$ cat src/logic/accel_status_pkg.sv
// shared constants and types for the status and interrupt-flag block
package accel_status_pkg;

    ////////////////////////////////////////////////////////////////////////////////
    // register offsets on the host register port
    localparam logic [7:0] mode_queue_status_addr = 8'h08;
    localparam logic [7:0] irq_flag_status_addr   = 8'h09;

    // reset values
    localparam logic [7:0] mode_queue_status_rst  = 8'h00;
    localparam logic [7:0] irq_flag_status_rst    = 8'h00;
    localparam logic       queue_empty_rst        = 1'b1;
    localparam logic [7:0] rdata_rst              = 8'h00;

    ////////////////////////////////////////////////////////////////////////////////
    // field positions in the mode and queue status register
    localparam int mode_lsb            = 0;
    localparam int mode_width          = 3;
    localparam int sample_arrived_bit  = 3;
    localparam int queue_empty_bit     = 4;
    localparam int queue_full_bit      = 5;
    localparam int queue_thresh_bit    = 6;
    localparam int any_pending_bit     = 7;

    // field positions in the interrupt flag register
    localparam int flag_lsb            = 2;
    localparam int flag_count          = 6;
    localparam int wake_idx            = 0;
    localparam int acquired_idx        = 1;
    localparam int empty_idx           = 2;
    localparam int full_idx            = 3;
    localparam int thresh_idx          = 4;
    localparam int activity_idx        = 5;

    ////////////////////////////////////////////////////////////////////////////////
    // mode codes as reported to the host
    localparam logic [2:0] code_sleep      = 3'h0;
    localparam logic [2:0] code_standby    = 3'h1;
    localparam logic [2:0] code_watch      = 3'h2;
    localparam logic [2:0] code_continuous_wake      = 3'h5;
    localparam logic [2:0] code_watch_samp = 3'h6;
    localparam logic [2:0] code_burst      = 3'h7;

    // one-hot operating states
    typedef enum logic [5:0] {
        st_sleep      = 6'h01,
        st_standby    = 6'h02,
        st_watch      = 6'h04,
        st_continuous_wake      = 6'h08,
        st_watch_samp = 6'h10,
        st_burst      = 6'h20
    } mode_state_t;

    ////////////////////////////////////////////////////////////////////////////////
    // timing and counts
    localparam int          mode_lag_cycles = 2;      // heartbeat edges before the mode field follows
    localparam int          queue_depth     = 32;     // three-axis samples
    localparam int          count_width     = 6;      // queue occupancy 0..32
    localparam int          thresh_width    = 5;
    localparam logic [7:0]  burst_min       = 8'h01;
    localparam logic [7:0]  burst_max       = 8'hfe;  // 1..254 counted, other values continuous

endpackage : accel_status_pkg

$ cat src/logic/irq_bus_if.sv
// carrier between the flag controller and the sticky flag bank
`timescale 1ns/100ps
interface irq_bus_if #(
    parameter int N = 6
);
    logic [N-1:0] cond;     // event levels or pulses, flag sets on their rising edge
    logic [N-1:0] enable;   // per-flag enable
    logic         clear;    // one-cycle clear of every flag
    logic [N-1:0] flags;    // sticky flags

    modport bank (input cond, input enable, input clear, output flags);
    modport ctrl (output cond, output enable, output clear, input flags);
endinterface : irq_bus_if

$ cat src/logic/sticky_flag_bank.sv
// sticky interrupt flags, each set by the rising edge of its own condition
`timescale 1ns/100ps
module sticky_flag_bank #(
    parameter int N = 6
) (
    input  wire logic clk,
    input  wire logic rst,
    irq_bus_if.bank   bus
);

    logic [N-1:0] cond_prev_q;
    logic [N-1:0] flag_q;

    ////////////////////////////////////////////////////////////////////////////////
    // per flag: edge detect, enable gate, set beats clear
    genvar i;
    generate
        for (i = 0; i < N; i++) begin : g_flag
            logic set_now;
            // a level must drop and rise again before it can retrigger
            assign set_now = bus.cond[i] & ~cond_prev_q[i] & bus.enable[i];

            always_ff @(posedge clk) begin
                if (rst) begin
                    cond_prev_q[i] <= 1'b0;
                end else begin
                    cond_prev_q[i] <= bus.cond[i];
                end
            end

            // an event in the clearing cycle is kept
            always_ff @(posedge clk) begin
                if (rst) begin
                    flag_q[i] <= 1'b0;
                end else if (set_now) begin
                    flag_q[i] <= 1'b1;
                end else if (bus.clear) begin
                    flag_q[i] <= 1'b0;
                end
            end
        end
    endgenerate

    assign bus.flags = flag_q;

endmodule : sticky_flag_bank

$ cat src/logic/activity_gate.sv
// arms the activity detector in watch-and-sample mode and freezes the queue
`timescale 1ns/100ps
module activity_gate (
    input  wire logic clk,
    input  wire logic rst,
    input  wire logic in_watch_samp,
    input  wire logic activity_raw,
    input  wire logic flag_cleared,
    input  wire logic rearm_on_clear,
    input  wire logic freeze_enable,
    input  wire logic stream_enable,
    output logic      fire,
    output logic      armed_q,
    output logic      freeze_q
);

    // fires once, then holds off until re-armed
    assign fire = in_watch_samp & armed_q & activity_raw;

    ////////////////////////////////////////////////////////////////////////////////
    // re-arm by leaving the mode, or by the flag clear when that option is on
    always_ff @(posedge clk) begin
        if (rst) begin
            armed_q <= 1'b1;
        end else if (!in_watch_samp) begin
            armed_q <= 1'b1;
        end else if (fire) begin
            armed_q <= 1'b0;
        end else if (flag_cleared && rearm_on_clear) begin
            armed_q <= 1'b1;
        end
    end

    // freeze holds the captured history until the detector is re-armed
    always_ff @(posedge clk) begin
        if (rst) begin
            freeze_q <= 1'b0;
        end else if (fire && freeze_enable && stream_enable) begin
            freeze_q <= 1'b1;
        end else if (!in_watch_samp || (flag_cleared && rearm_on_clear)) begin
            freeze_q <= 1'b0;
        end
    end

endmodule : activity_gate

$ cat src/logic/accel_status_irq.sv
// mode tracking, status registers and interrupt flags of the motion sensor
// How it works
// - reported mode field lags the internal mode by fewer than three heartbeat edges
// - mode codes: 000,001,010,101,110,111; 011 and 100 are reserved
// - activity-watch mode does no queue work and jumps to continuous wake on activity
// - burst mode counts 1..254 samples then sleeps, or samples without end
// - sample_arrived bit sets on each new sample until status is read
// - queue_empty_level is one while queue is empty, and one after reset
// - queue_threshold_level is one while queued count is at least the threshold
// - any_irq_pending is the OR of all interrupt flags
// - a flag can only set while its enable bit is one
// - over I2C flags clear on read by default, or on write if selected
// - over SPI flags clear when the flag register is written
// - feature bit 4 picks clear-on-read or clear-on-write over I2C; over SPI it has no effect
// - wake_irq sets on every automatic watch to continuous-wake move
// - sample_acquired_irq sets on new samples in continuous wake or burst only
// - queue_empty_irq sets on empty, retriggers after non-empty then empty
// - queue_full_irq sets at 32 samples, retriggers after leaving full
// - queue_threshold_irq sets when count reaches the five-bit threshold
// - activity_in_wake_irq sets on detection in watch-and-sample; detector then halts
// - with the re-arm option, clearing that flag also re-arms the detector
// - with freeze and stream mode, detection stops queue capture
`timescale 1ns/100ps
module accel_status_irq #(
    parameter int COUNT_W = accel_status_pkg::count_width
) (
    input  wire logic               clk,
    input  wire logic               rst,
    // host register port, already decoded from the serial link
    input  wire logic               reg_rd,
    input  wire logic               reg_wr,
    input  wire logic [7:0]         reg_addr,
    input  wire logic [7:0]         reg_wdata,
    input  wire logic               host_is_spi,
    output logic [7:0]              reg_rdata,
    output logic                    reg_rvalid,
    // mode command from the mode-control register
    input  wire logic               mode_cmd_wr,
    input  wire logic [2:0]         mode_cmd,
    input  wire logic [7:0]         burst_len,
    // configuration bits held in neighbouring registers
    input  wire logic [5:0]         irq_enable,
    input  wire logic               wr_clear_sel,
    input  wire logic               rearm_on_clear,
    input  wire logic               freeze_enable,
    input  wire logic               stream_enable,
    input  wire logic [4:0]         queue_thresh,
    // datapath events
    input  wire logic               sample_written,
    input  wire logic               activity_raw,
    input  wire logic [COUNT_W-1:0] queue_count,
    // state shown to the rest of the device
    output logic [2:0]              mode_code,
    output logic                    any_irq_pending,
    output logic                    queue_capture_en,
    output logic                    detector_armed
);

    ////////////////////////////////////////////////////////////////////////////////
    // declarations
    accel_status_pkg::mode_state_t state_q;
    accel_status_pkg::mode_state_t state_d;

    logic [2:0]   code_now;
    logic [2:0]   lag_q [accel_status_pkg::mode_lag_cycles];
    logic [7:0]   burst_cnt_q;
    logic         burst_counted;
    logic         burst_done;
    logic         watch_wake;
    logic         auto_wake;
    logic         act_fire;
    logic         freeze_q;
    logic         armed_q;
    logic         sample_arrived_q;
    logic         queue_empty_q;
    logic         queue_full_q;
    logic         queue_thresh_q;
    logic         pending_q;
    logic         capture_q;
    logic [7:0]   rdata_q;
    logic         rvalid_q;
    logic         rd_status;
    logic         rd_flags;
    logic         wr_flags;
    logic         clear_req;
    logic         cmd_legal;
    logic         cmd_take;
    logic         is_empty;
    logic         is_full;
    logic         at_thresh;
    logic         acq_mode;
    logic [7:0]   status_word;
    logic [7:0]   flag_word;

    irq_bus_if #(.N(accel_status_pkg::flag_count)) irq_bus ();

    ////////////////////////////////////////////////////////////////////////////////
    // register port decode
    assign rd_status = reg_rd && (reg_addr == accel_status_pkg::mode_queue_status_addr);
    assign rd_flags  = reg_rd && (reg_addr == accel_status_pkg::irq_flag_status_addr);
    assign wr_flags  = reg_wr && (reg_addr == accel_status_pkg::irq_flag_status_addr);

    // spi always clears by write; i2c reads by default, writes when selected
    assign clear_req = (host_is_spi && wr_flags)
                     | (!host_is_spi && wr_clear_sel && wr_flags)
                     | (!host_is_spi && !wr_clear_sel && rd_flags);

    ////////////////////////////////////////////////////////////////////////////////
    // mode state machine
    // reserved codes are dropped so the state never leaves the legal set
    assign cmd_legal = (mode_cmd == accel_status_pkg::code_sleep)
                    || (mode_cmd == accel_status_pkg::code_standby)
                    || (mode_cmd == accel_status_pkg::code_watch)
                    || (mode_cmd == accel_status_pkg::code_continuous_wake)
                    || (mode_cmd == accel_status_pkg::code_watch_samp)
                    || (mode_cmd == accel_status_pkg::code_burst);

    assign watch_wake = (state_q == accel_status_pkg::st_watch) && activity_raw;

    // a command beats the auto move, and then no wake flag
    assign cmd_take  = mode_cmd_wr && cmd_legal;
    assign auto_wake = watch_wake && !cmd_take;

    // lengths outside 1..254 mean the burst never ends by itself
    assign burst_counted = (burst_len >= accel_status_pkg::burst_min)
                        && (burst_len <= accel_status_pkg::burst_max);
    assign burst_done    = (state_q == accel_status_pkg::st_burst) && burst_counted
                        && sample_written && ((burst_cnt_q + 8'h01) >= burst_len);

    // a host command beats an automatic move in the same cycle
    always_comb begin
        state_d = state_q;
        if (cmd_take) begin
            case (mode_cmd)
                accel_status_pkg::code_sleep:      state_d = accel_status_pkg::st_sleep;
                accel_status_pkg::code_standby:    state_d = accel_status_pkg::st_standby;
                accel_status_pkg::code_watch:      state_d = accel_status_pkg::st_watch;
                accel_status_pkg::code_continuous_wake:      state_d = accel_status_pkg::st_continuous_wake;
                accel_status_pkg::code_watch_samp: state_d = accel_status_pkg::st_watch_samp;
                accel_status_pkg::code_burst:      state_d = accel_status_pkg::st_burst;
                default:                           state_d = state_q;
            endcase
        end else if (watch_wake) begin
            state_d = accel_status_pkg::st_continuous_wake;
        end else if (burst_done) begin
            state_d = accel_status_pkg::st_sleep;
        end
    end

    always_ff @(posedge clk) begin
        if (rst) begin
            state_q <= accel_status_pkg::st_sleep;
        end else begin
            state_q <= state_d;
        end
    end

    // burst sample counter, restarted on every entry into burst mode
    // saturates at 0xff so a free-running burst never wraps
    always_ff @(posedge clk) begin
        if (rst) begin
            burst_cnt_q <= 8'h00;
        end else if (state_d != accel_status_pkg::st_burst || state_q != accel_status_pkg::st_burst) begin
            burst_cnt_q <= 8'h00;
        end else if (sample_written && burst_cnt_q != 8'hff) begin
            burst_cnt_q <= burst_cnt_q + 8'h01;
        end
    end

    ////////////////////////////////////////////////////////////////////////////////
    // state to code
    always_comb begin
        case (state_q)
            accel_status_pkg::st_sleep:      code_now = accel_status_pkg::code_sleep;
            accel_status_pkg::st_standby:    code_now = accel_status_pkg::code_standby;
            accel_status_pkg::st_watch:      code_now = accel_status_pkg::code_watch;
            accel_status_pkg::st_continuous_wake:      code_now = accel_status_pkg::code_continuous_wake;
            accel_status_pkg::st_watch_samp: code_now = accel_status_pkg::code_watch_samp;
            accel_status_pkg::st_burst:      code_now = accel_status_pkg::code_burst;
            default:                         code_now = accel_status_pkg::code_sleep;
        endcase
    end

    // short pipeline models the settling of the mode field, kept below three edges
    always_ff @(posedge clk) begin
        if (rst) begin
            for (int k = 0; k < accel_status_pkg::mode_lag_cycles; k++) begin
                lag_q[k] <= accel_status_pkg::code_sleep;
            end
        end else begin
            lag_q[0] <= code_now;
            for (int k = 1; k < accel_status_pkg::mode_lag_cycles; k++) begin
                lag_q[k] <= lag_q[k-1];
            end
        end
    end

    ////////////////////////////////////////////////////////////////////////////////
    // queue levels, registered so the status word is stable for a read
    // full uses >= so an overcount still reads full
    assign is_empty  = (queue_count == '0);
    assign is_full   = (queue_count >= COUNT_W'(accel_status_pkg::queue_depth));
    assign at_thresh = (queue_count >= COUNT_W'(queue_thresh));

    always_ff @(posedge clk) begin
        if (rst) begin
            queue_empty_q  <= accel_status_pkg::queue_empty_rst;
            queue_full_q   <= 1'b0;
            queue_thresh_q <= 1'b0;
        end else begin
            queue_empty_q  <= is_empty;
            queue_full_q   <= is_full;
            queue_thresh_q <= at_thresh;
        end
    end

    // sample_arrived ignores every enable; a sample in the reading cycle survives
    always_ff @(posedge clk) begin
        if (rst) begin
            sample_arrived_q <= 1'b0;
        end else if (sample_written) begin
            sample_arrived_q <= 1'b1;
        end else if (rd_status) begin
            sample_arrived_q <= 1'b0;
        end
    end

    ////////////////////////////////////////////////////////////////////////////////
    // activity detector gating and queue freeze
    activity_gate u_activity_gate (
        .clk            (clk),
        .rst            (rst),
        .in_watch_samp  (state_q == accel_status_pkg::st_watch_samp),
        .activity_raw   (activity_raw),
        .flag_cleared   (clear_req),
        .rearm_on_clear (rearm_on_clear),
        .freeze_enable  (freeze_enable),
        .stream_enable  (stream_enable),
        .fire           (act_fire),
        .armed_q        (armed_q),
        .freeze_q       (freeze_q)
    );

    // no queue work while asleep, idle or merely watching
    always_ff @(posedge clk) begin
        if (rst) begin
            capture_q <= 1'b0;
        end else begin
            capture_q <= ((state_d == accel_status_pkg::st_continuous_wake)
                       || (state_d == accel_status_pkg::st_watch_samp)
                       || (state_d == accel_status_pkg::st_burst))
                       && !freeze_q;
        end
    end

    ////////////////////////////////////////////////////////////////////////////////
    // interrupt flag conditions
    // levels or pulses here; the bank turns each rise into one set
    assign acq_mode = (state_q == accel_status_pkg::st_continuous_wake) || (state_q == accel_status_pkg::st_burst);

    assign irq_bus.cond[accel_status_pkg::wake_idx]     = auto_wake;
    assign irq_bus.cond[accel_status_pkg::acquired_idx] = sample_written && acq_mode;
    assign irq_bus.cond[accel_status_pkg::empty_idx]    = is_empty;
    assign irq_bus.cond[accel_status_pkg::full_idx]     = is_full;
    assign irq_bus.cond[accel_status_pkg::thresh_idx]   = at_thresh;
    assign irq_bus.cond[accel_status_pkg::activity_idx] = act_fire;
    assign irq_bus.enable = irq_enable;
    assign irq_bus.clear  = clear_req;

    sticky_flag_bank #(
        .N (accel_status_pkg::flag_count)
    ) u_flags (
        .clk (clk),
        .rst (rst),
        .bus (irq_bus)
    );

    // summary bit registered from the flags themselves
    always_ff @(posedge clk) begin
        if (rst) begin
            pending_q <= 1'b0;
        end else begin
            pending_q <= |irq_bus.flags;
        end
    end

    ////////////////////////////////////////////////////////////////////////////////
    // read data assembly
    always_comb begin
        status_word = accel_status_pkg::mode_queue_status_rst;
        status_word[accel_status_pkg::mode_lsb +: accel_status_pkg::mode_width] =
            lag_q[accel_status_pkg::mode_lag_cycles-1];
        status_word[accel_status_pkg::sample_arrived_bit] = sample_arrived_q;
        status_word[accel_status_pkg::queue_empty_bit]    = queue_empty_q;
        status_word[accel_status_pkg::queue_full_bit]     = queue_full_q;
        status_word[accel_status_pkg::queue_thresh_bit]   = queue_thresh_q;
        status_word[accel_status_pkg::any_pending_bit]    = |irq_bus.flags;
    end

    // low two bits are never driven, so writes cannot reach them
    always_comb begin
        flag_word = accel_status_pkg::irq_flag_status_rst;
        flag_word[accel_status_pkg::flag_lsb +: accel_status_pkg::flag_count] = irq_bus.flags;
    end

    // one-cycle read latency; other addresses belong to neighbouring blocks and read zero here
    always_ff @(posedge clk) begin
        if (rst) begin
            rdata_q  <= accel_status_pkg::rdata_rst;
        end else begin
            if (rd_status) begin
                rdata_q <= status_word;
            end else if (rd_flags) begin
                rdata_q <= flag_word;
            end else if (reg_rd) begin
                rdata_q <= accel_status_pkg::rdata_rst;
            end
        end
    end

    // answer strobe, high one cycle after each read
    always_ff @(posedge clk) begin
        if (rst) begin
            rvalid_q <= 1'b0;
        end else begin
            rvalid_q <= reg_rd;
        end
    end

    ////////////////////////////////////////////////////////////////////////////////
    // outputs
    // all flops, nothing combinational leaves the block
    assign reg_rdata        = rdata_q;
    assign reg_rvalid       = rvalid_q;
    assign mode_code        = lag_q[accel_status_pkg::mode_lag_cycles-1];
    assign any_irq_pending  = pending_q;
    assign queue_capture_en = capture_q;
    assign detector_armed   = armed_q;

endmodule : accel_status_irq

$ cat config.mk
export PLATFORM = sky130hd
export DESIGN_NAME = accel_status_irq
export DESIGN_NICKNAME = d
export VERILOG_FILES = /design/src/logic/accel_status_pkg.sv /design/src/logic/irq_bus_if.sv /design/src/logic/sticky_flag_bank.sv /design/src/logic/activity_gate.sv /design/src/logic/accel_status_irq.sv
export SDC_FILE = /design/constraint.sdc
export NUM_CORES = 1
export LEC_CHECK = 0
export ABC_AREA = 1
export BUFFER_PORTS_ARGS = -buffer_cell sky130_fd_sc_hd__buf_4
export CORE_UTILIZATION = 50
export DETAILED_ROUTE_END_ITERATION = 8
export GPL_TIMING_DRIVEN = 1
export PLACE_DENSITY = 0.77
export REMOVE_ABC_BUFFERS = 1
export SYNTH_ARGS = -nofsm -noshare
export SYNTH_HDL_FRONTEND = slang
export SYNTH_SLANG_ARGS = --single-unit
export TNS_END_PERCENT = 5
$ cat constraint.sdc
create_clock -name clk -period 4.65 [get_ports clk]
set_clock_uncertainty 0.1 [all_clocks]
set_input_delay 0.93 -clock clk [delete_from_list [all_inputs] [get_ports clk]]
set_output_delay 0.93 -clock clk [all_outputs]
set_load 0.005 [all_outputs]
==> impl_results.md, run 1 <==
* Initial core utilization at 53.01%
* Final Hold Fails at 0
* HPWL after DPL at 4.330 mm
* Vias in the first global route at 2230
* Die height at 73.70 um
* Deepest clock path buffer count at 2
* Final setup vio count at 0
* Clk sinks at 47
* Initial antenna violation count at 0
* # nets final at 496
* Commonest non-fill, non-tap cell in the layout: inv_1
* Slew @ Worst Pin at 476.9 ps
* Worst Hold Class: flop to flop
* Vias per cell at 4.791
* Final max-slew violation count at 0
* Post-synth top area cell: dfxtp_1
* Antenna cells at 0
* Placement row count at 25
* CP Data Arrival Time at 2820 ps
* Routed Antenna Nets at 0
* Kind of critical path: flop to flop
* Post-Synthesis Cells at 365
* Seq cells post-synth at 47
* Die W at 73.70 um
* Mapped cell area at 2570 um2
* Synth area leaders: dfxtp_1 (37%), inv_1 (11%), nand2_1 (9.8%), nor2_1 (7.3%), ha_1 (6.8%)
* Top-area cell type share of the netlist area at 36.61%
* H-tree depth at 2
* Final period utilization at 57.57%
* Total grt overflow at 0
* Vias at 2367
* Final WL at 5.407 mm
* RSZ-0062 raised after global routing: false
* Cell Pwr Density at 250.4 nW/um2
* Total track usage at 21.90%
* TNS Setup at 0 ps
* Die area at 5431 um2
* Final Critical Period at 2677 ps
* First-pass DRT Iterations at 4
* DR iter-0 viols at 49
* IO Pins at 71
* Core outline area at 4848 um2
* Area of the multi-input gates at 1306 um2
* TritonCTS clock tree: done
* Area Overhead vs Synth at 23.51%
* First-pass GRT wire length at 9.190 mm
* Routability Congestion at 0.8582
* Num CTS Buffers at 5
* Port bufs at 62
* Status: finished, final reports clean
* Most frequent cells in the layout: inv_1 (74), nand2_1 (67), buf_4 (62)
* Filler instances at 452
* Fmax at 0.3736 GHz
* Post-CTS setup buffer count at 0
* Reg-to-reg startpoint: burst_cnt_q[0]
* Average size of a mapped cell at 7.041 um2
* CP Capture Type: flop
* CP startpoint kind: flop
* Area occupied by registers at 940.9 um2
* Hold_sp: lag_q[0][1]
* Remaining DRCs at 0
* Critical path fanouts, max at 8
* Clock-pin transition on the worst setup and hold timing paths at 90 ps
* YS warnings at 0
* Post-synthesis sequential area ratio at 36.61%
* Largest net degree at the start of global routing at 28
* Relative slew slack at 68.17%
* Max Cap Viol at 0
* Share of cells above drive strength 1 at 20.84%
* Post_cts resized at 0
* Post-synth cell types at 36
* Worst VDD drop at 167.9 uV
* CP startpoint: burst_cnt_q[0]
* Hold_buf cts at 0
* Required @ worst endpoint at 4790 ps
* Final Util at 65.47%
* Root buffer cell: clkbuf_8
* Pleak at 1.667 nW
* WL/cell at 10.95 um
* Clock Latency Late Sink at 310 ps
[worst paths after layout]
kind                     to  slack, ps  cells after the start
max          burst_cnt_q[5]       1970                     15
min             lag_q[0][4]        310                      2
max reg2reg  burst_cnt_q[5]       1970                     15
min reg2reg     lag_q[0][4]        310                      2
[state kept, by name (all words and copies together) (netlist names), 6 cells and up]
register	cells
state_q	6
reg_rdata	8
burst_cnt_q	8
lag_q	6
u_flags.bus.flags	6
u_flags.cond_prev_q	6
[where the power goes]
part	leakage, nW	switching [mW]	internal, mW	total, mW
sequential	0.383	0.00462	0.413	0.418
clock	0.0516	0.143	0.122	0.265
combinational	1.23	0.0585	0.0538	0.112
[cell usage after synthesis]
| master | count |
|---|---|
| nand3_4 | 2 |
| o21a_1 | 1 |
| xor2_1 | 6 |
| ha_1 | 14 |
| nand4_1 | 6 |
| mux2i_1 | 1 |
| nor2_2 | 8 |
| nand2_1 | 67 |
| nor4_1 | 1 |
| nor2_1 | 50 |
| o21ai_0 | 9 |
| nor3_1 | 2 |
| a22oi_1 | 1 |
| buf_4 | 3 |
| o211ai_1 | 3 |
| nand2_2 | 1 |
| inv_2 | 1 |
| a21oi_1 | 15 |
| nor3_2 | 1 |
| xnor2_1 | 1 |
| nand3b_1 | 5 |
| o21bai_1 | 1 |
| o41ai_1 | 1 |
| nand3_2 | 1 |
| a21boi_1 | 1 |
| o31ai_1 | 4 |
| clkbuf_1 | 5 |
| o221ai_1 | 3 |
| o32ai_1 | 1 |
| nand3_1 | 22 |
| dfxtp_1 | 47 |
| inv_1 | 74 |
| a21oi_2 | 2 |
| nor2_4 | 2 |
| or2_2 | 1 |
| nor3b_1 | 2 |
[final cells by class]
| class | count | area share [%] |
|---|---|---|
| multi-input combinational | 235 | 41.15 |
| sequential | 47 | 29.64 |
| timing repair buffer | 62 | 14.66 |
| clock inverter | 2 | 0.4336 |
| tap | 67 | 2.641 |
| clock buffer | 6 | 2.602 |
| inverter | 75 | 8.869 |
[worst max-delay path, cell delays in order, from the launching register on]
cell	delay (ps)
dfxtp_1	400
nand3_1	120
nand3b_1	210
nand3b_1	190
xnor2_1	210
ha_1	280
a21oi_1	170
o21a_1	140
nand2_1	50
nand2_1	90
nand2_1	50
nand2_1	70
nand2_1	80
nor2_4	150
nand3_4	170
nor2_2	120
[layer usage]
layer,GRT usage [%],routed length (um),vias to the layer above
met5,0,0,-
met4,5.128,53,0
met3,4.938,203,6
met2,41.69,2764,39
met1,24.39,2385,1054
li1,-,-,1268
[logic make-up after synthesis]
logic type                 Yosys count  synth area share, %
xor gates and xnor gates             7                2.386
DFF                                 47                36.61
and+or+nand+nor                    171                30.96
AOI/OAI and AO/OA                   42                10.27
muxes                                1               0.3895
buffers and inverters               83                12.56
adders and majority gates           14                6.816
[per-stage QoR]
step                total power, mW  setup WS [ps]  std cells  hold slack, ps  area, um2
global placement             0.5357           2057        486           294.3       3078
CTS                          0.8020           1942        494           307.8       3174
global route                 0.8353           1694        494           333.2       3174
floorplan                    0.4805           2322        357           288.3       2529
detailed placement           0.5403           1976        486           295.5       3078
finish                       0.7949           1973        494           310.1       3174
Note: power is estimated with default switching activity, not from simulation.
==> run 2, diff against run 1 <==
clock period = 2.6 ns   (was 4.65 ns; I/O delays follow)
==> run 2 against run 1 <==
Against the previous run:
- final cell count rose by 0.61%
- combinational power grew 79%
- register-to-register slack got worse by 1900 ps
- power rose by 91%
- critical path type unchanged
==> impl_results.md, run 2 (synthesis results as in run 1) <==
* Status: finished, final reports clean (unchanged)
* Area Overhead vs Synth at 26.63% (was 23.51%)
* Port bufs at 62 (unchanged)
* Vias per cell at 4.813 (was 4.791)
* Relative slew slack at 68.34% (was 68.17%)
* Cell Pwr Density at 465.8 nW/um2 (was 250.4 nW/um2)
* Antenna cells at 0 (unchanged)
* Pleak at 1.706 nW (was 1.667 nW)
* Remaining DRCs at 0 (unchanged)
* Final worst slack at 78.53 ps (was 1973 ps)
* Kind of critical path: flop to flop (unchanged)
* Slew @ Worst Pin at 474.3 ps (was 476.9 ps)
* Final Hold Fails at 0 (unchanged)
* Required @ worst endpoint at 2750 ps (was 4790 ps)
* Final WL at 5.351 mm (was 5.407 mm)
* Die W at 73.70 um (unchanged)
* Share of cells above drive strength 1 at 23.49% (was 20.84%)
* Placement row count at 25 (unchanged)
* Routability Congestion at 0.8822 (was 0.8582)
* Clock-pin transition on the worst setup and hold timing paths at 90 ps (about the same)
* Reg-to-reg startpoint: burst_cnt_q[1] (was burst_cnt_q[0])
* HPWL after DPL at 4.160 mm (was 4.330 mm)
* Core outline area at 4848 um2 (unchanged)
* Worst VDD drop at 286.2 uV (was 167.9 uV)
* Clock Latency Late Sink at 300 ps (was 310 ps)
* DR iter-0 viols at 73 (was 49)
* Worst Hold Class: flop to flop (unchanged)
* Worst R2R Setup Slack at 80 ps (was 1970 ps)
* Final max-slew violation count at 0 (unchanged)
* CP Capture Type: flop (unchanged)
* CP startpoint kind: flop (unchanged)
* Num CTS Buffers at 5 (unchanged)
* Vias in the first global route at 2312 (was 2230)
* Clock power frac at 37.4% (was 33.3%)
* CP startpoint: burst_cnt_q[1] (was burst_cnt_q[0])
* WL/cell at 10.77 um (was 10.95 um)
* Die height at 73.70 um (unchanged)
* Deepest clock path buffer count at 2 (unchanged)
* Critical path fanouts, max at 8 (unchanged)
* P_int at 1.152 mW (was 0.5889 mW)
* Vias at 2392 (was 2367)
* Combinational Power Share at 13.3% (was 14.1%)
* IO Pins at 71 (unchanged)
* Part of the power in registers at 49.3% (was 52.6%)
* Root buffer cell: clkbuf_8 (unchanged)
* Total track usage at 21.96% (was 21.90%)
* Sw Pwr at 0.3636 mW (was 0.2060 mW)
* Final Util at 67.12% (was 65.47%)
* TritonCTS clock tree: done (unchanged)
* Switch share at 23.98% (was 25.91%)
* Die area at 5431 um2 (unchanged)
* H-tree depth at 2 (unchanged)
* CP Data Arrival Time at 2670 ps (was 2820 ps)
* Commonest non-fill, non-tap cell in the layout: inv_1 (unchanged)
* Final Critical Period at 2521 ps (was 2677 ps)
* Total grt overflow at 0 (unchanged)
* Pre-CTS WS at 35.73 ps (was 1976 ps)
* # nets final at 499 (was 496)
* Clk sinks at 47 (unchanged)
* Largest net degree at the start of global routing at 28 (unchanged)
* Initial core utilization at 53.01% (unchanged)
* Final setup vio count at 0 (unchanged)
* Routed Antenna Nets at 0 (unchanged)
* RSZ-0062 raised after global routing: true (was false)
* Hold slack final at 305.2 ps (was 310.1 ps)
* Hold_sp: lag_q[0][0] (was lag_q[0][1])
* Initial antenna violation count at 0 (unchanged)
* First-pass GRT wire length at 9.259 mm (was 9.190 mm)
* Max Cap Viol at 0 (unchanged)
* Most frequent cells in the layout: inv_1 (74), nand2_1 (65), buf_4 (65) (was inv_1 (74), nand2_1 (67), buf_4 (62))
* Fmax at 0.3966 GHz (was 0.3736 GHz)
* First-pass DRT Iterations at 4 (unchanged)
* Final period utilization at 96.98% (was 57.57%)
## run 2: changes by cell type in the layout (fill, tap and decap cells not counted), sizes merged
| cell | previous run | this run |
|---|---|---|
| buf | 62 | 65 |
| bufinv | 0 | 1 |
| clkinv | 1 | 0 |
## run 2: final timing paths
kind | depth (start not counted) | to
setup / recovery | 15 | burst_cnt_q[7]
hold / removal | 2 | lag_q[0][3]
setup reg to reg | 15 | burst_cnt_q[7]
hold reg to reg | 2 | lag_q[0][3]
## run 2: area by class of cell
type | instances | area (um2)
multi-input cells | 235 | 1335
clock inverters | 2 | 38.79
fillers | 445 | 1594
well taps | 67 | 83.83
inverters | 75 | 281.5
repair buffers | 65 | 488.0
flip-flops and latches | 47 | 944.7
clock buffers | 6 | 82.58
## run 2: layer usage
| layer | GRT usage, % | vias up | share of wire, % |
|---|---|---|---|
| met4 | 8.333 | 0 | 1.2 |
| li1 | - | 1276 | - |
| met5 | 0 | - | 0 |
| met1 | 24.32 | 1054 | 44 |
| met2 | 41.18 | 55 | 51 |
| met3 | 3.978 | 7 | 4.4 |
## run 2: power groups by stage
stage	registers (mW)	logic, mW	clock network, mW
4_1_cts	0.748	0.201	0.586
6_report	0.748	0.201	0.567
3_3_place_gp	0.764	0.194	0
3_5_place_dp	0.765	0.199	0
2_1_floorplan	0.764	0.0955	0
5_1_grt	0.750	0.229	0.608
## run 2: critical path, stage by stage, from the launching register on
cell and delay [ps]:
dfxtp_2 350, nand3_2 90, nand3b_1 180, nand3b_1 210
xnor2_2 160, ha_1 310, a21oi_2 160, o21a_1 130
nand2_1 60, nand2_1 80, nand2_1 70, nand2_2 80
nand2_2 60, nor2_4 130, nand3_4 160, nor2_2 130
## run 2: per-stage QoR
stage	setup TNS (ps)	power (mW)	cell area (um2)	instances
2_1_floorplan	0	0.8594	2529	357
3_3_place_gp	0	0.9585	3093	488
3_5_place_dp	0	0.9634	3093	488
4_1_cts	0	1.534	3229	497
5_1_grt	-791.8	1.587	3254	497
6_report	0	1.516	3254	497
## run 2: repair_timing
action,in CTS,in global routing
pin swaps,6,8
gates resized for setup,4,5
buffers inserted,1,0
endpoints found under the setup margin,2,9
hold buffers,0,0
